File: src/rtl/host_port_pkg.sv
// ============================================================
// Shared constants and types of the host serial port
package host_port_pkg;

    // Register bytes and state types
    typedef logic [7:0] byte_t;
    typedef enum logic [1:0] {
        S_CMD = 2'b01, // Waiting for the command byte
        S_DATA = 2'b10 // Streaming data bytes
    } spi_phase_t;
    typedef enum logic [5:0] {
        I_IDLE = 6'b000001, // Bus free, after reset or STOP, or SPI selected
        I_DEV = 6'b000010, // Receiving slave address
        I_REG = 6'b000100, // Receiving register address
        I_WDATA = 6'b001000, // Receiving write data
        I_RDATA = 6'b010000, // Sending read data
        I_IGNORE = 6'b100000 // Not for us until next START
    } i2c_state_t;

    // ============================================================
    // Register map
    localparam byte_t FIFO_DATA_PORT = 8'h00; // Queue port, never increments
    localparam byte_t REG_COUNT = 8'h20; // Addresses below this are valid
    localparam byte_t ADDR_STEP = 8'h01; // Auto-increment step

    // ============================================================
    // Slave address straps
    localparam byte_t WR_ADDR_BASE = 8'hc0; // Base write address
    localparam byte_t WR_ADDR_ALT = 8'hd8; // Swapped slot value
    localparam logic [3:0] STRAP_IDX_ALT = 4'hc; // Slot that takes the base
    localparam logic [1:0] STRAP_GND = 2'h0; // Tied to ground
    localparam logic [1:0] STRAP_VL = 2'h1; // Tied to logic supply
    localparam logic [1:0] STRAP_SCL = 2'h2; // Tied to clock line
    localparam logic [1:0] STRAP_SDA = 2'h3; // Tied to data line

    // ============================================================
    // Bit counting and pin vector positions
    localparam logic [2:0] SPI_LAST_BIT = 3'h7; // Last bit of an SPI byte
    localparam logic [3:0] I2C_ACK_SLOT = 4'h8; // Bits before the ack slot
    localparam logic [2:0] MSB_IDX = 3'h7; // Top bit index of a byte
    localparam int PIN_SCL = 0; // Shared clock pin
    localparam int PIN_SDA = 1; // Data line
    localparam int PIN_CS = 2; // Select or strap 0
    localparam int PIN_MOSI = 3; // Serial in or strap 1
    localparam int PIN_MODE = 4; // Interface select strap
    localparam int NUM_PINS = 5; // Synchronised pins

endpackage

File: src/rtl/host_serial_port.sv
// What this block does
// - Select pin chooses SPI or I2C
// - SPI single and burst, read and write
// - SPI address from command, increments unless zero
// - Burst write to zero feeds transmit queue
// - Burst read from zero drains receive queue
// - Select high ends burst; next starts command
// - Every SPI byte is eight clocks
// - I2C works up to 1 MHz
// - Two four-level straps give sixteen addresses
// - First byte: seven-bit address plus direction
// - Data edge while clock high is control
// - Idle bus: both lines released high
// - Ack address; ack register only if valid
// - Ack write data, increment unless zero
// - Read: set address, repeated START, send
// - Burst read increments unless address zero
// - Keep sending while host acknowledges
// - Ack holds data low through ninth clock
`timescale 1ns/10ps
`default_nettype none

module host_serial_port (
    // Clock and reset
    input wire logic clk,
    input wire logic rst_n,
    // Interface select strap, high picks SPI
    input wire logic spi_select,
    // Host pins
    input wire logic sclk_scl,
    input wire logic select_or_strap0,
    input wire logic serial_in_or_strap1,
    output var logic serial_out,
    output var logic serial_out_oe,
    input wire logic sda_in,
    output var logic sda_out,
    output var logic sda_oe,
    // Register side
    output var host_port_pkg::byte_t reg_addr,
    output var host_port_pkg::byte_t reg_wdata,
    output var logic reg_wr,
    output var logic reg_rd,
    input wire host_port_pkg::byte_t reg_rdata,
    // Status
    output var logic spi_active
);
    import host_port_pkg::*;

    // ============================================================
    // Pin synchronisers
    logic [NUM_PINS-1:0] pin_meta; // First stage, read by second only
    logic [NUM_PINS-1:0] pin_sync; // Second stage, safe to use
    logic scl_d; // Delayed clock for edges
    logic sda_d; // Delayed data for START/STOP
    logic [1:0] sync_fill; // Ones once both stages hold real pin levels

    // Two flops per pin; all pins settle in step
    always_ff @(posedge clk or negedge rst_n) begin
        if (!rst_n) begin
            pin_meta <= '0;
            pin_sync <= '0;
            scl_d <= 1'b0;
            sda_d <= 1'b1;
            sync_fill <= 2'b00;
        end else begin
            pin_meta <= {spi_select, serial_in_or_strap1, select_or_strap0,
                         sda_in, sclk_scl};
            pin_sync <= pin_meta;
            scl_d <= pin_sync[PIN_SCL];
            sda_d <= pin_sync[PIN_SDA];
            sync_fill <= {sync_fill[0], 1'b1};
        end
    end

    wire logic scl_s = pin_sync[PIN_SCL]; // Synced clock
    wire logic sda_s = pin_sync[PIN_SDA]; // Synced data line
    wire logic cs_s = pin_sync[PIN_CS]; // Synced select
    wire logic mosi_s = pin_sync[PIN_MOSI]; // Synced serial in
    wire logic mode_s = pin_sync[PIN_MODE]; // Synced interface select

    // Edge and condition detection; the three-clock lag bounds the link rate
    wire logic scl_rise = scl_s & ~scl_d;
    wire logic scl_fall = ~scl_s & scl_d; // Driving edge
    wire logic i2c_start = scl_s & scl_d & sda_d & ~sda_s;
    wire logic i2c_stop = scl_s & scl_d & ~sda_d & sda_s;

    // ============================================================
    // Slave address straps
    logic [1:0] seen_low; // Strap ever read low
    logic [1:0] seen_high; // Strap ever read high
    logic [1:0] diff_scl; // Strap ever differed from the clock

    // Learn each strap's tie; sticky, so a line strap settles at START
    // Waits for real pin levels: the reset zeros would make a supply tie read as a line tie
    always_ff @(posedge clk or negedge rst_n) begin
        if (!rst_n) begin
            seen_low <= 2'b00;
            seen_high <= 2'b00;
            diff_scl <= 2'b00;
        end else if (!mode_s && sync_fill[1]) begin
            seen_low <= seen_low | ~{mosi_s, cs_s};
            seen_high <= seen_high | {mosi_s, cs_s};
            diff_scl <= diff_scl | ({mosi_s, cs_s} ^ {2{scl_s}});
        end
    end

    // Four-level decode of one strap
    function automatic logic [1:0] strap_code(input logic lo, input logic hi,
                                              input logic dscl);
        return !hi ? STRAP_GND : !lo ? STRAP_VL : dscl ? STRAP_SDA : STRAP_SCL;
    endfunction

    logic [3:0] strap_idx; // Four times strap1 plus strap0
    byte_t wr_addr; // Eight-bit write address
    logic [6:0] dev_addr; // Seven-bit slave address

    // Address table: two slots swap, the rest are linear
    always_comb begin
        strap_idx = {strap_code(seen_low[1], seen_high[1], diff_scl[1]),
                     strap_code(seen_low[0], seen_high[0], diff_scl[0])};
        if (strap_idx == 4'h0) begin
            wr_addr = WR_ADDR_ALT;
        end else if (strap_idx == STRAP_IDX_ALT) begin
            wr_addr = WR_ADDR_BASE;
        end else begin
            wr_addr = WR_ADDR_BASE + {3'h0, strap_idx, 1'b0};
        end
        dev_addr = wr_addr[7:1];
    end

    // ============================================================
    // Interface select and fixed low drive
    always_ff @(posedge clk or negedge rst_n) begin
        if (!rst_n) begin
            spi_active <= 1'b0;
            sda_out <= 1'b0;
        end else begin
            spi_active <= mode_s;
            sda_out <= 1'b0; // Open drain only ever pulls low
        end
    end

    // ============================================================
    // Transaction engine
    spi_phase_t spi_phase; // Command or data
    logic spi_read; // Direction of this SPI burst
    logic [2:0] spi_cnt; // Bits of the current SPI byte
    i2c_state_t i2c_state; // I2C byte context
    logic [3:0] i2c_cnt; // Bits of the current I2C byte
    logic in_ack; // Inside the ninth clock
    logic m_ack; // Host acknowledged last byte
    byte_t shift; // Incoming bits
    byte_t tx; // Outgoing byte
    wire byte_t spi_byte = {shift[6:0], mosi_s}; // SPI byte with the bit now sampled

    // One process so both links share the register port without conflict
    always_ff @(posedge clk or negedge rst_n) begin
        if (!rst_n) begin
            reg_addr <= FIFO_DATA_PORT;
            reg_wdata <= 8'h00;
            reg_wr <= 1'b0;
            reg_rd <= 1'b0;
            spi_phase <= S_CMD;
            spi_read <= 1'b0;
            spi_cnt <= 3'h0;
            serial_out <= 1'b0;
            serial_out_oe <= 1'b0;
            i2c_state <= I_IDLE;
            i2c_cnt <= 4'h0;
            in_ack <= 1'b0;
            m_ack <= 1'b0;
            sda_oe <= 1'b0;
            shift <= 8'h00;
            tx <= 8'h00;
        end else begin
            reg_wr <= 1'b0;
            reg_rd <= 1'b0;
            // Step after each access; data port stays put for streaming
            if ((reg_wr || reg_rd) && reg_addr != FIFO_DATA_PORT) begin
                reg_addr <= reg_addr + ADDR_STEP;
            end
            if (mode_s) begin
                // SPI selected: I2C side held released
                i2c_state <= I_IDLE;
                in_ack <= 1'b0;
                sda_oe <= 1'b0;
                i2c_cnt <= 4'h0;
                if (cs_s) begin
                    // Select high ends any burst
                    spi_phase <= S_CMD;
                    spi_cnt <= 3'h0;
                    serial_out_oe <= 1'b0;
                end else begin
                    // Mode 0: sample on rise
                    if (scl_rise) begin
                        shift <= spi_byte;
                        spi_cnt <= spi_cnt + 3'h1;
                        if (spi_cnt == SPI_LAST_BIT) begin
                            if (spi_phase == S_CMD) begin
                                // Direction then seven-bit address
                                spi_phase <= S_DATA;
                                spi_read <= spi_byte[7];
                                reg_addr <= {1'b0, spi_byte[6:0]};
                            end else if (spi_read) begin
                                reg_rd <= 1'b1;
                            end else begin
                                reg_wdata <= spi_byte;
                                reg_wr <= 1'b1;
                            end
                        end
                    end
                    // Drive on fall so data is stable at the next rise
                    if (scl_fall && spi_phase == S_DATA && spi_read) begin
                        serial_out_oe <= 1'b1;
                        if (spi_cnt == 3'h0) begin
                            // Peek only; the pop comes when the byte is done
                            tx <= reg_rdata;
                            serial_out <= reg_rdata[7];
                        end else begin
                            serial_out <= tx[MSB_IDX - spi_cnt];
                        end
                    end
                end
            end else begin
                // I2C selected: SPI side idle
                spi_phase <= S_CMD;
                spi_cnt <= 3'h0;
                serial_out_oe <= 1'b0;
                if (i2c_start) begin
                    // START or repeated START; address kept for reads
                    i2c_state <= I_DEV;
                    i2c_cnt <= 4'h0;
                    in_ack <= 1'b0;
                    sda_oe <= 1'b0;
                end else if (i2c_stop) begin
                    i2c_state <= I_IDLE;
                    in_ack <= 1'b0;
                    sda_oe <= 1'b0;
                end else if (scl_rise) begin
                    if (in_ack) begin
                        m_ack <= ~sda_s;
                    end else if (i2c_state != I_IDLE && i2c_state != I_IGNORE
                                 && i2c_cnt != I2C_ACK_SLOT) begin
                        shift <= {shift[6:0], sda_s};
                        i2c_cnt <= i2c_cnt + 4'h1;
                    end
                end else if (scl_fall) begin
                    if (in_ack) begin
                        // End of ninth clock: release, maybe start a byte
                        in_ack <= 1'b0;
                        i2c_cnt <= 4'h0;
                        sda_oe <= 1'b0;
                        if (i2c_state == I_RDATA) begin
                            if (m_ack) begin
                                tx <= reg_rdata;
                                sda_oe <= ~reg_rdata[7];
                            end else begin
                                i2c_state <= I_IGNORE;
                            end
                        end
                    end else if (i2c_cnt == I2C_ACK_SLOT) begin
                        in_ack <= 1'b1;
                        unique case (i2c_state)
                            I_DEV: begin
                                if (shift[7:1] == dev_addr) begin
                                    sda_oe <= 1'b1;
                                    m_ack <= 1'b1;
                                    i2c_state <= shift[0] ? I_RDATA : I_REG;
                                end else begin
                                    i2c_state <= I_IGNORE;
                                end
                            end
                            I_REG: begin
                                reg_addr <= shift;
                                if (shift < REG_COUNT) begin
                                    sda_oe <= 1'b1;
                                    i2c_state <= I_WDATA;
                                end else begin
                                    i2c_state <= I_IGNORE;
                                end
                            end
                            I_WDATA: begin
                                sda_oe <= 1'b1;
                                reg_wdata <= shift;
                                reg_wr <= 1'b1;
                            end
                            I_RDATA: begin
                                sda_oe <= 1'b0;
                                reg_rd <= 1'b1;
                            end
                            default: begin
                                i2c_state <= I_IDLE;
                            end
                        endcase
                    end else if (i2c_state == I_RDATA) begin
                        sda_oe <= ~tx[MSB_IDX - i2c_cnt[2:0]];
                    end
                end
            end
        end
    end
endmodule // host_serial_port

`default_nettype wire

File: config.mk
export PLATFORM = sky130hd
export DESIGN_NAME = host_serial_port
export DESIGN_NICKNAME = d
export VERILOG_FILES = /design/src/rtl/host_port_pkg.sv /design/src/rtl/host_serial_port.sv
export SDC_FILE = /design/constraint.sdc
export NUM_CORES = 1
export LEC_CHECK = 0
export BUFFER_PORTS_ARGS = -buffer_cell sky130_fd_sc_hd__clkbuf_2
export CAP_MARGIN = 20
export CORE_UTILIZATION = 25
export DETAILED_ROUTE_END_ITERATION = 12
export GPL_TIMING_DRIVEN = 0
export PLACE_DENSITY = 0.49
export SETUP_SLACK_MARGIN = 0.5
export SYNTH_ARGS = -nofsm -noshare
export SYNTH_HDL_FRONTEND = slang
export SYNTH_SLANG_ARGS = --single-unit
export TNS_END_PERCENT = 50
File: constraint.sdc
create_clock -name clk -period 1.9 [get_ports clk]
set_input_delay 0.095 -clock clk [delete_from_list [all_inputs] [get_ports clk]]
set_output_delay 0.095 -clock clk [all_outputs]
set_load 0.02 [all_outputs]
Yosys cells after proc, flatten, opt, wreduce, memory -nomap -nowiden:

Index checks and enable logic that the tools add are counted.

* flip-flop bits (word level): 76
* bits of input ports: 15
* output and inout port bits: 23
* logic and storage cells: 277

* $add $sub $neg: 6
* $lt $le $gt $ge: 3
* equal/unequal tests: 39
* muxes and demuxes: 142
* bitwise gates (word level): 22
* reduce and logical (&&, ||, !) cells: 40

Operators by type and width (count)
* $mux W8: 47
* $mux W6: 11
* $mux W1: 59
* $mux W4: 8
* $reduce_bool A2 Y1: 11
* $mux W2: 9
* $pmux W6 S3: 1
* $reduce_and A6 Y1: 3
* $ne A2 B2 Y1 const B: 8
* $reduce_bool A8 Y1: 2
* $ne A7 B7 Y1 const B: 2
* $ne A3 B2 Y1 const B: 4
* $reduce_and A12 Y1: 1
* $reduce_bool A4 Y1: 3
* $ne A2 B1 Y1 const B: 5
* $not A1 Y1: 10
* $reduce_and A10 Y1: 1
* $reduce_and A5 Y1: 2
* $mux W3: 3
* $reduce_and A9 Y1: 1
* $add A7 B6 Y8 const A: 1
* $add A8 B1 Y8 const B: 1
* $eq A4 B4 Y1 const B: 2
* $lt A3 B4 Y1 const B: 2
* other kinds (37): 55

Longest topological paths before layout:

* depth in word-level cells: 16
* depth in mapped cells: 10
* depth with buffers taken out: 8

Worst setup path after synthesis:

Ideal clock, no wire load.

* path kind: register to register
* start point: register pin_sync[0]
* end point: register reg_wdata[0]
* setup time: 0.129 ns
* arrival time: 1.980 ns
* required time: 1.771 ns
* setup slack: -0.209 ns
* cell stages (with the launch flop): 10
* path buffers: 2
* period minus slack after synthesis: 2.109 ns
* cells stage by stage: dfrtp_1 > ha_1 > buf_2 > nand2b_2 > nor4_4 > nand2_1 > o22a_1 > buf_2 > nand2_1 > o21ai_0

* longest elaborated chain between the ends: 5
* elaborated cells on any way between the ends: 14
* classes of those cells: eq/ne: 4; bitwise: 8; reduce/logical: 2

RTL lines
* start: declaration: RTL line host_serial_port.sv:52 `logic [NUM_PINS-1:0] pin_sync;`
* start signal: assignment: RTL line host_serial_port.sv:68 `pin_sync <= pin_meta;`
* $and A1 B1 Y1: RTL line host_serial_port.sv:84, host_serial_port.sv:85
* $and A1 B1 Y1 (on tied branches) (2 in a row): RTL line host_serial_port.sv:85, host_serial_port.sv:84
* $ne A2 B2 Y1 (no source line)
* $reduce_and A12 Y1 (no source line) (*)
* end signal: assignment: RTL line host_serial_port.sv:207 `reg_wdata <= spi_byte;`
* end signal: assignment: RTL line host_serial_port.sv:284 `reg_wdata <= shift;`
* end: declaration: RTL line host_serial_port.sv:40 `output var host_port_pkg::byte_t reg_wdata,`

Mark *: on every way between the ends. The rest lies on a longest branch, timed or not.
A chain may end at the register's enable or synchronous reset.

Worst setup path after layout:

* start point: register i2c_state[5]
* end point: register reg_addr[1]

* longest elaborated chain between the ends: 9

RTL lines
* start: declaration: RTL line host_serial_port.sv:148 `i2c_state_t i2c_state;`
* start signal: assignment: RTL line host_serial_port.sv:268 `i2c_state <= shift[0] ? I_RDATA : I_REG;`
* $eq A6 B3 Y1: RTL line host_serial_port.sv:263 `unique case (i2c_state)`
* $mux W8: RTL line host_serial_port.sv:263
* $mux W8: RTL line host_serial_port.sv:261 `end else if (i2c_cnt == I2C_ACK_SLOT) begin`
* $mux W8: RTL line host_serial_port.sv:248 `if (in_ack) begin`
* $mux W8: RTL line host_serial_port.sv:247 `end else if (scl_fall) begin`
* $mux W8: RTL line host_serial_port.sv:239 `end else if (scl_rise) begin`
* $mux W8: RTL line host_serial_port.sv:235 `end else if (i2c_stop) begin`
* $mux W8: RTL line host_serial_port.sv:229 `if (i2c_start) begin`
* $mux W8: RTL line host_serial_port.sv:182 `if (mode_s) begin`
* end signal: assignment: RTL line host_serial_port.sv:180 `reg_addr <= reg_addr + ADDR_STEP;`
* end signal: assignment: RTL line host_serial_port.sv:203 `reg_addr <= {1'b0, spi_byte[6:0]};`
* end signal: assignment: RTL line host_serial_port.sv:274 `reg_addr <= shift;`
* end: declaration: RTL line host_serial_port.sv:39 `output var host_port_pkg::byte_t reg_addr,`

Every way passes these cells.

==> load_flow_metrics.sql <==
INSERT INTO impl_metrics (metric_group, metric, value, unit) VALUES
('sta', 'post-route-period-util', '106', '%'),
('route', 'detailed_routing_iteration_count_for_the_pre_antenna_repair_pass', '4', ''),
('sta', 'final_max_slew_viol_count', '0', ''),
('logic_synthesis', 'commonest_cells_in_the_netlist', 'dfrtp_1 (73), nand2_1 (31), nor2_1 (30)', ''),
('placement', 'buffer_ports.inserted', '36', ''),
('cells_and_area', 'instances_no_fill', '681', ''),
('logic_synthesis', 'yosys.area.top_type_share', '45.9', '%'),
('clock_network', 'clock_tree.htree_level_count', '3', ''),
('route', 'viasPerCell', '4.59', ''),
('sta', 'finClkSkew', '0.00522', 'ns'),
('grt', 'grt_most_used_layer', 'met2', ''),
('logic_synthesis', 'yosys-top-cells-area', 'dfrtp_1 (46%), mux2i_1 (6.0%), mux2_2 (5.9%)', ''),
('logic_synthesis', 'synth_fp_nets', '394', ''),
('outcome', 'run_status', 'complete, but fails checks', ''),
('logic_synthesis', 'edff_count_synth', '0', ''),
('clock_network', 'tritoncts_buffer_count', '9', ''),
('sta', 'relSlewSlack', '51.7', '%'),
('cells_and_area', 'final_net_count', '490', ''),
('clock_network', 'cts_root_buffer', 'clkbuf_16', ''),
('logic_synthesis', 'synth.ff_latch_count', '76', ''),
('power', 'power.density_cell_area', '743', 'mW/mm²'),
('sta', 'fmaxAchievable', '0.495', 'GHz'),
('clock_network', 'clock_latency', '0.34', 'ns'),
('logic_synthesis', 'netlist_instances', '369', ''),
('grt', 'use_met3', '3.01', '%'),
('logic_synthesis', 'yosys_warnings', '0', ''),
('sta', 'layout_setup_ws', '-0.121', 'ns'),
('critical_path', 'crit_fanout', '8', ''),
('grt', 'largest_net_degree_at_the_start_of_global_routing', '45', ''),
('critical_path', 'critical_path_required', '2.13', 'ns'),
('route', 'num_vias', '3128', ''),
('sta', 'grt_setup_unrepaired', 'true', ''),
('cells_and_area', 'drive_gt1_share', '40.2', '%'),
('grt', 'grt.met1_usage', '17.0', '%'),
('power', 'power.static_leakage', '0.00246', 'µW'),
('logic_synthesis', 'post_synth_num_cell_types', '58', ''),
('clock_network', 'cts.reportedPaths.clkPinSlew', '0.06', 'ns'),
('route', 'drt_iter0_drc', '201', ''),
('floorplan', 'io_pins', '38', ''),
('floorplan', 'core_area', '0.0154', 'mm²'),
('critical_path', 'cp-end-kind', 'flip-flop', ''),
('placement', 'post-place-cells', '617', ''),
('clock_network', 'clock_sinks', '76', ''),
('clock_network', 'cts_tree', 'yes', ''),
('grt', 'grt-ovfl-total', '0', ''),
('logic_synthesis', 'synth_most_common_cell', 'dfrtp_1', ''),
('placement', 'detailed_place_hpwl', '6390', 'µm'),
('critical_path', 'crit_path_start_kind', 'flip-flop', ''),
('floorplan', 'die_y', '128', 'µm'),
('logic_synthesis', 'synth-async-reset-ratio', '100', '%'),
('sta', 'max_slew.worst_pin.slew', '0.719', 'ns'),
('clock_network', 'ctsLongestPathBuffers', '2', ''),
('sta', 'timing_hold_violations_final', '0', ''),
('cells_and_area', 'syn_to_final_growth', '38.8', '%'),
('job', 'drv_cap', '0', ''),
('grt', 'track_usage', '12.6', '%'),
('floorplan', 'fp_rows', '45', ''),
('cells_and_area', 'antenna_cells', '0', ''),
('logic_synthesis', 'synth_area_leader_cell', 'dfrtp_1', ''),
('sta', 'setup_violations', '8', ''),
('logic_synthesis', 'syn-cell-area', '0.00398', 'mm²'),
('route', 'residual_drc_count', '0', ''),
('logic_synthesis', 'dominantRegCellSynth', 'dfrtp_1', ''),
('power', 'fin_total_pwr', '4100', 'µW'),
('critical_path', 'critPathArrivalTime', '2.25', 'ns'),
('outcome', 'failed_checks', 'negative setup slack', ''),
('logic_synthesis', 'synth.avg_cell_area', '10.8', 'µm²'),
('hold_path', 'hold_path_class', 'in -> reg', ''),
('route', 'routedWlPerCell', '14.2', 'µm'),
('route', 'postRouteWirelength', '9660', 'µm'),
('floorplan', 'die_w', '128', 'µm'),
('grt', 'antenna_violations_before_repair', '0', ''),
('power', 'peakVddDrop', '453', 'µV'),
('floorplan', 'area_enclosed_by_the_die_boundary', '0.0164', 'mm²'),
('critical_path', 'critPathKind', 'reg -> reg', ''),
('grt', 'groute.layer.met2.usage', '19.4', '%'),
('route', 'final_antenna_net_count', '0', ''),
('floorplan', 'initial_core_util', '25.9', '%'),
('logic_synthesis', 'synth_sequential_area_ratio', '47.9', '%'),
('grt', 'first_global_vias', '3160', ''),
('sta', 'final.min_clock_period', '2.02', 'ns'),
('grt', 'grt_pass1_wl', '16000', 'µm'),
('placement', 'gp_routability_congestion', '0.761', '');
cells by family after synthesis:
family,synth area share (%)
mux,14.2
buf+inv,3.61
xor+xnor,3.74
flops,47.9
other cells,0.189
compound gates,12.4
fa+ha+maj,3.14
simple gates,14.8
sequential cells by signal, summed over array words and instances (netlist names), 2 cells and up:
signal and count:
i2c_state 6, spi_cnt 3, pin_meta 5, i2c_cnt 4, seen_high 2, diff_scl 2
seen_low 2, reg_wdata 8, shift 8, reg_addr 8, pin_sync 5, sync_fill 2
spi_phase 2, tx 8
critical path, cell delays in order (launching register included):
cell and delay, ns:
dfrtp_2 0.43, or4_4 0.55, nor3b_4 0.28, nand3_4 0.17
mux2_4 0.35, nor2_4 0.09, a21oi_2 0.03
routing by layer:
metal,vias to the layer above,part of all wire [%]
met5,-,0
met4,0,1.8
met3,14,3.3
met2,62,45
met1,1537,50
li1,1515,-
final cells by class:
cell class | count | area [µm²]
clock inverters | 2 | 12.5
clock buffers | 14 | 254
fillers | 1545 | 9840
well taps | 211 | 264
flip-flops and latches | 76 | 1910
multi-input cells | 263 | 2230
repair buffers | 85 | 651
plain buffers | 14 | 140
inverters | 16 | 60.1
final timing paths:
check                      slack, ns      endpoint  cells after the start    startpoint
min                             0.08         tx[7]                      2  reg_rdata[7]
max                            -0.12   reg_addr[1]                      6  i2c_state[5]
min reg2reg                     0.35   pin_sync[2]                      0   pin_meta[2]
max in group asynchronous       0.97  i2c_state[0]                      3         rst_n
min in group asynchronous       0.27   pin_meta[0]                      2         rst_n
max reg2reg                    -0.12   reg_addr[1]                      6  i2c_state[5]
cell usage in the layout (no fill, tap or decap), types with 5 or more instances in the layout:
| cell type | instances |
|---|---|
| nor2_1 | 24 |
| nand3_1 | 6 |
| xnor2_1 | 9 |
| xor2_1 | 6 |
| ha_1 | 6 |
| dfrtp_1 | 66 |
| nand2_1 | 22 |
| o21ai_0 | 6 |
| a21oi_1 | 8 |
| buf_6 | 14 |
| clkbuf_16 | 9 |
| inv_2 | 5 |
| dlygate4sd3_1 | 13 |
| o21ai_1 | 13 |
| mux2i_1 | 24 |
| clkbuf_2 | 36 |
| dfrtp_2 | 7 |
| buf_4 | 26 |
| nand2_2 | 8 |
| mux2_4 | 9 |
| inv_1 | 11 |
| a21o_1 | 6 |
| mux2_2 | 12 |
| nand2b_1 | 7 |
repair_timing:
action | CTS | global route
hold buffers | 13 | 0
hold endpoints to repair | 43 | 0
pin swaps | 37 | 22
buffers inserted | 27 | 7
gates resized for setup | 69 | 41
endpoints found under the setup margin | 55 | 53
gates cloned | 1 | 0
metrics by stage:
| step | instance area (µm²) | setup TNS, ns | hold WS [ns] | setup WS (ns) | utilization, % |
|---|---|---|---|---|---|
| after floorplan | 4020 | 0 | -0.201 | 0.0280 | - |
| after detailed placement | 4490 | -8.47 | 0.116 | -0.381 | 29.2 |
| after global placement | 4470 | -8.31 | 0.204 | -0.382 | 29.1 |
| after global routing | 5530 | -2.17 | 0.0829 | -0.185 | 36.0 |
| final | 5530 | -0.679 | 0.0800 | -0.121 | 36.0 |
| after CTS | 5330 | -0.809 | 0.0634 | -0.130 | 34.7 |
where the power goes:
group          internal, µW  switching [µW]  leakage [µW]
clock                   919             648      0.000127
sequential             1720             138      0.000928
combinational           346             334       0.00140
total                  2990            1120       0.00246
No activity file was read; power rests on OpenSTA's default activity.
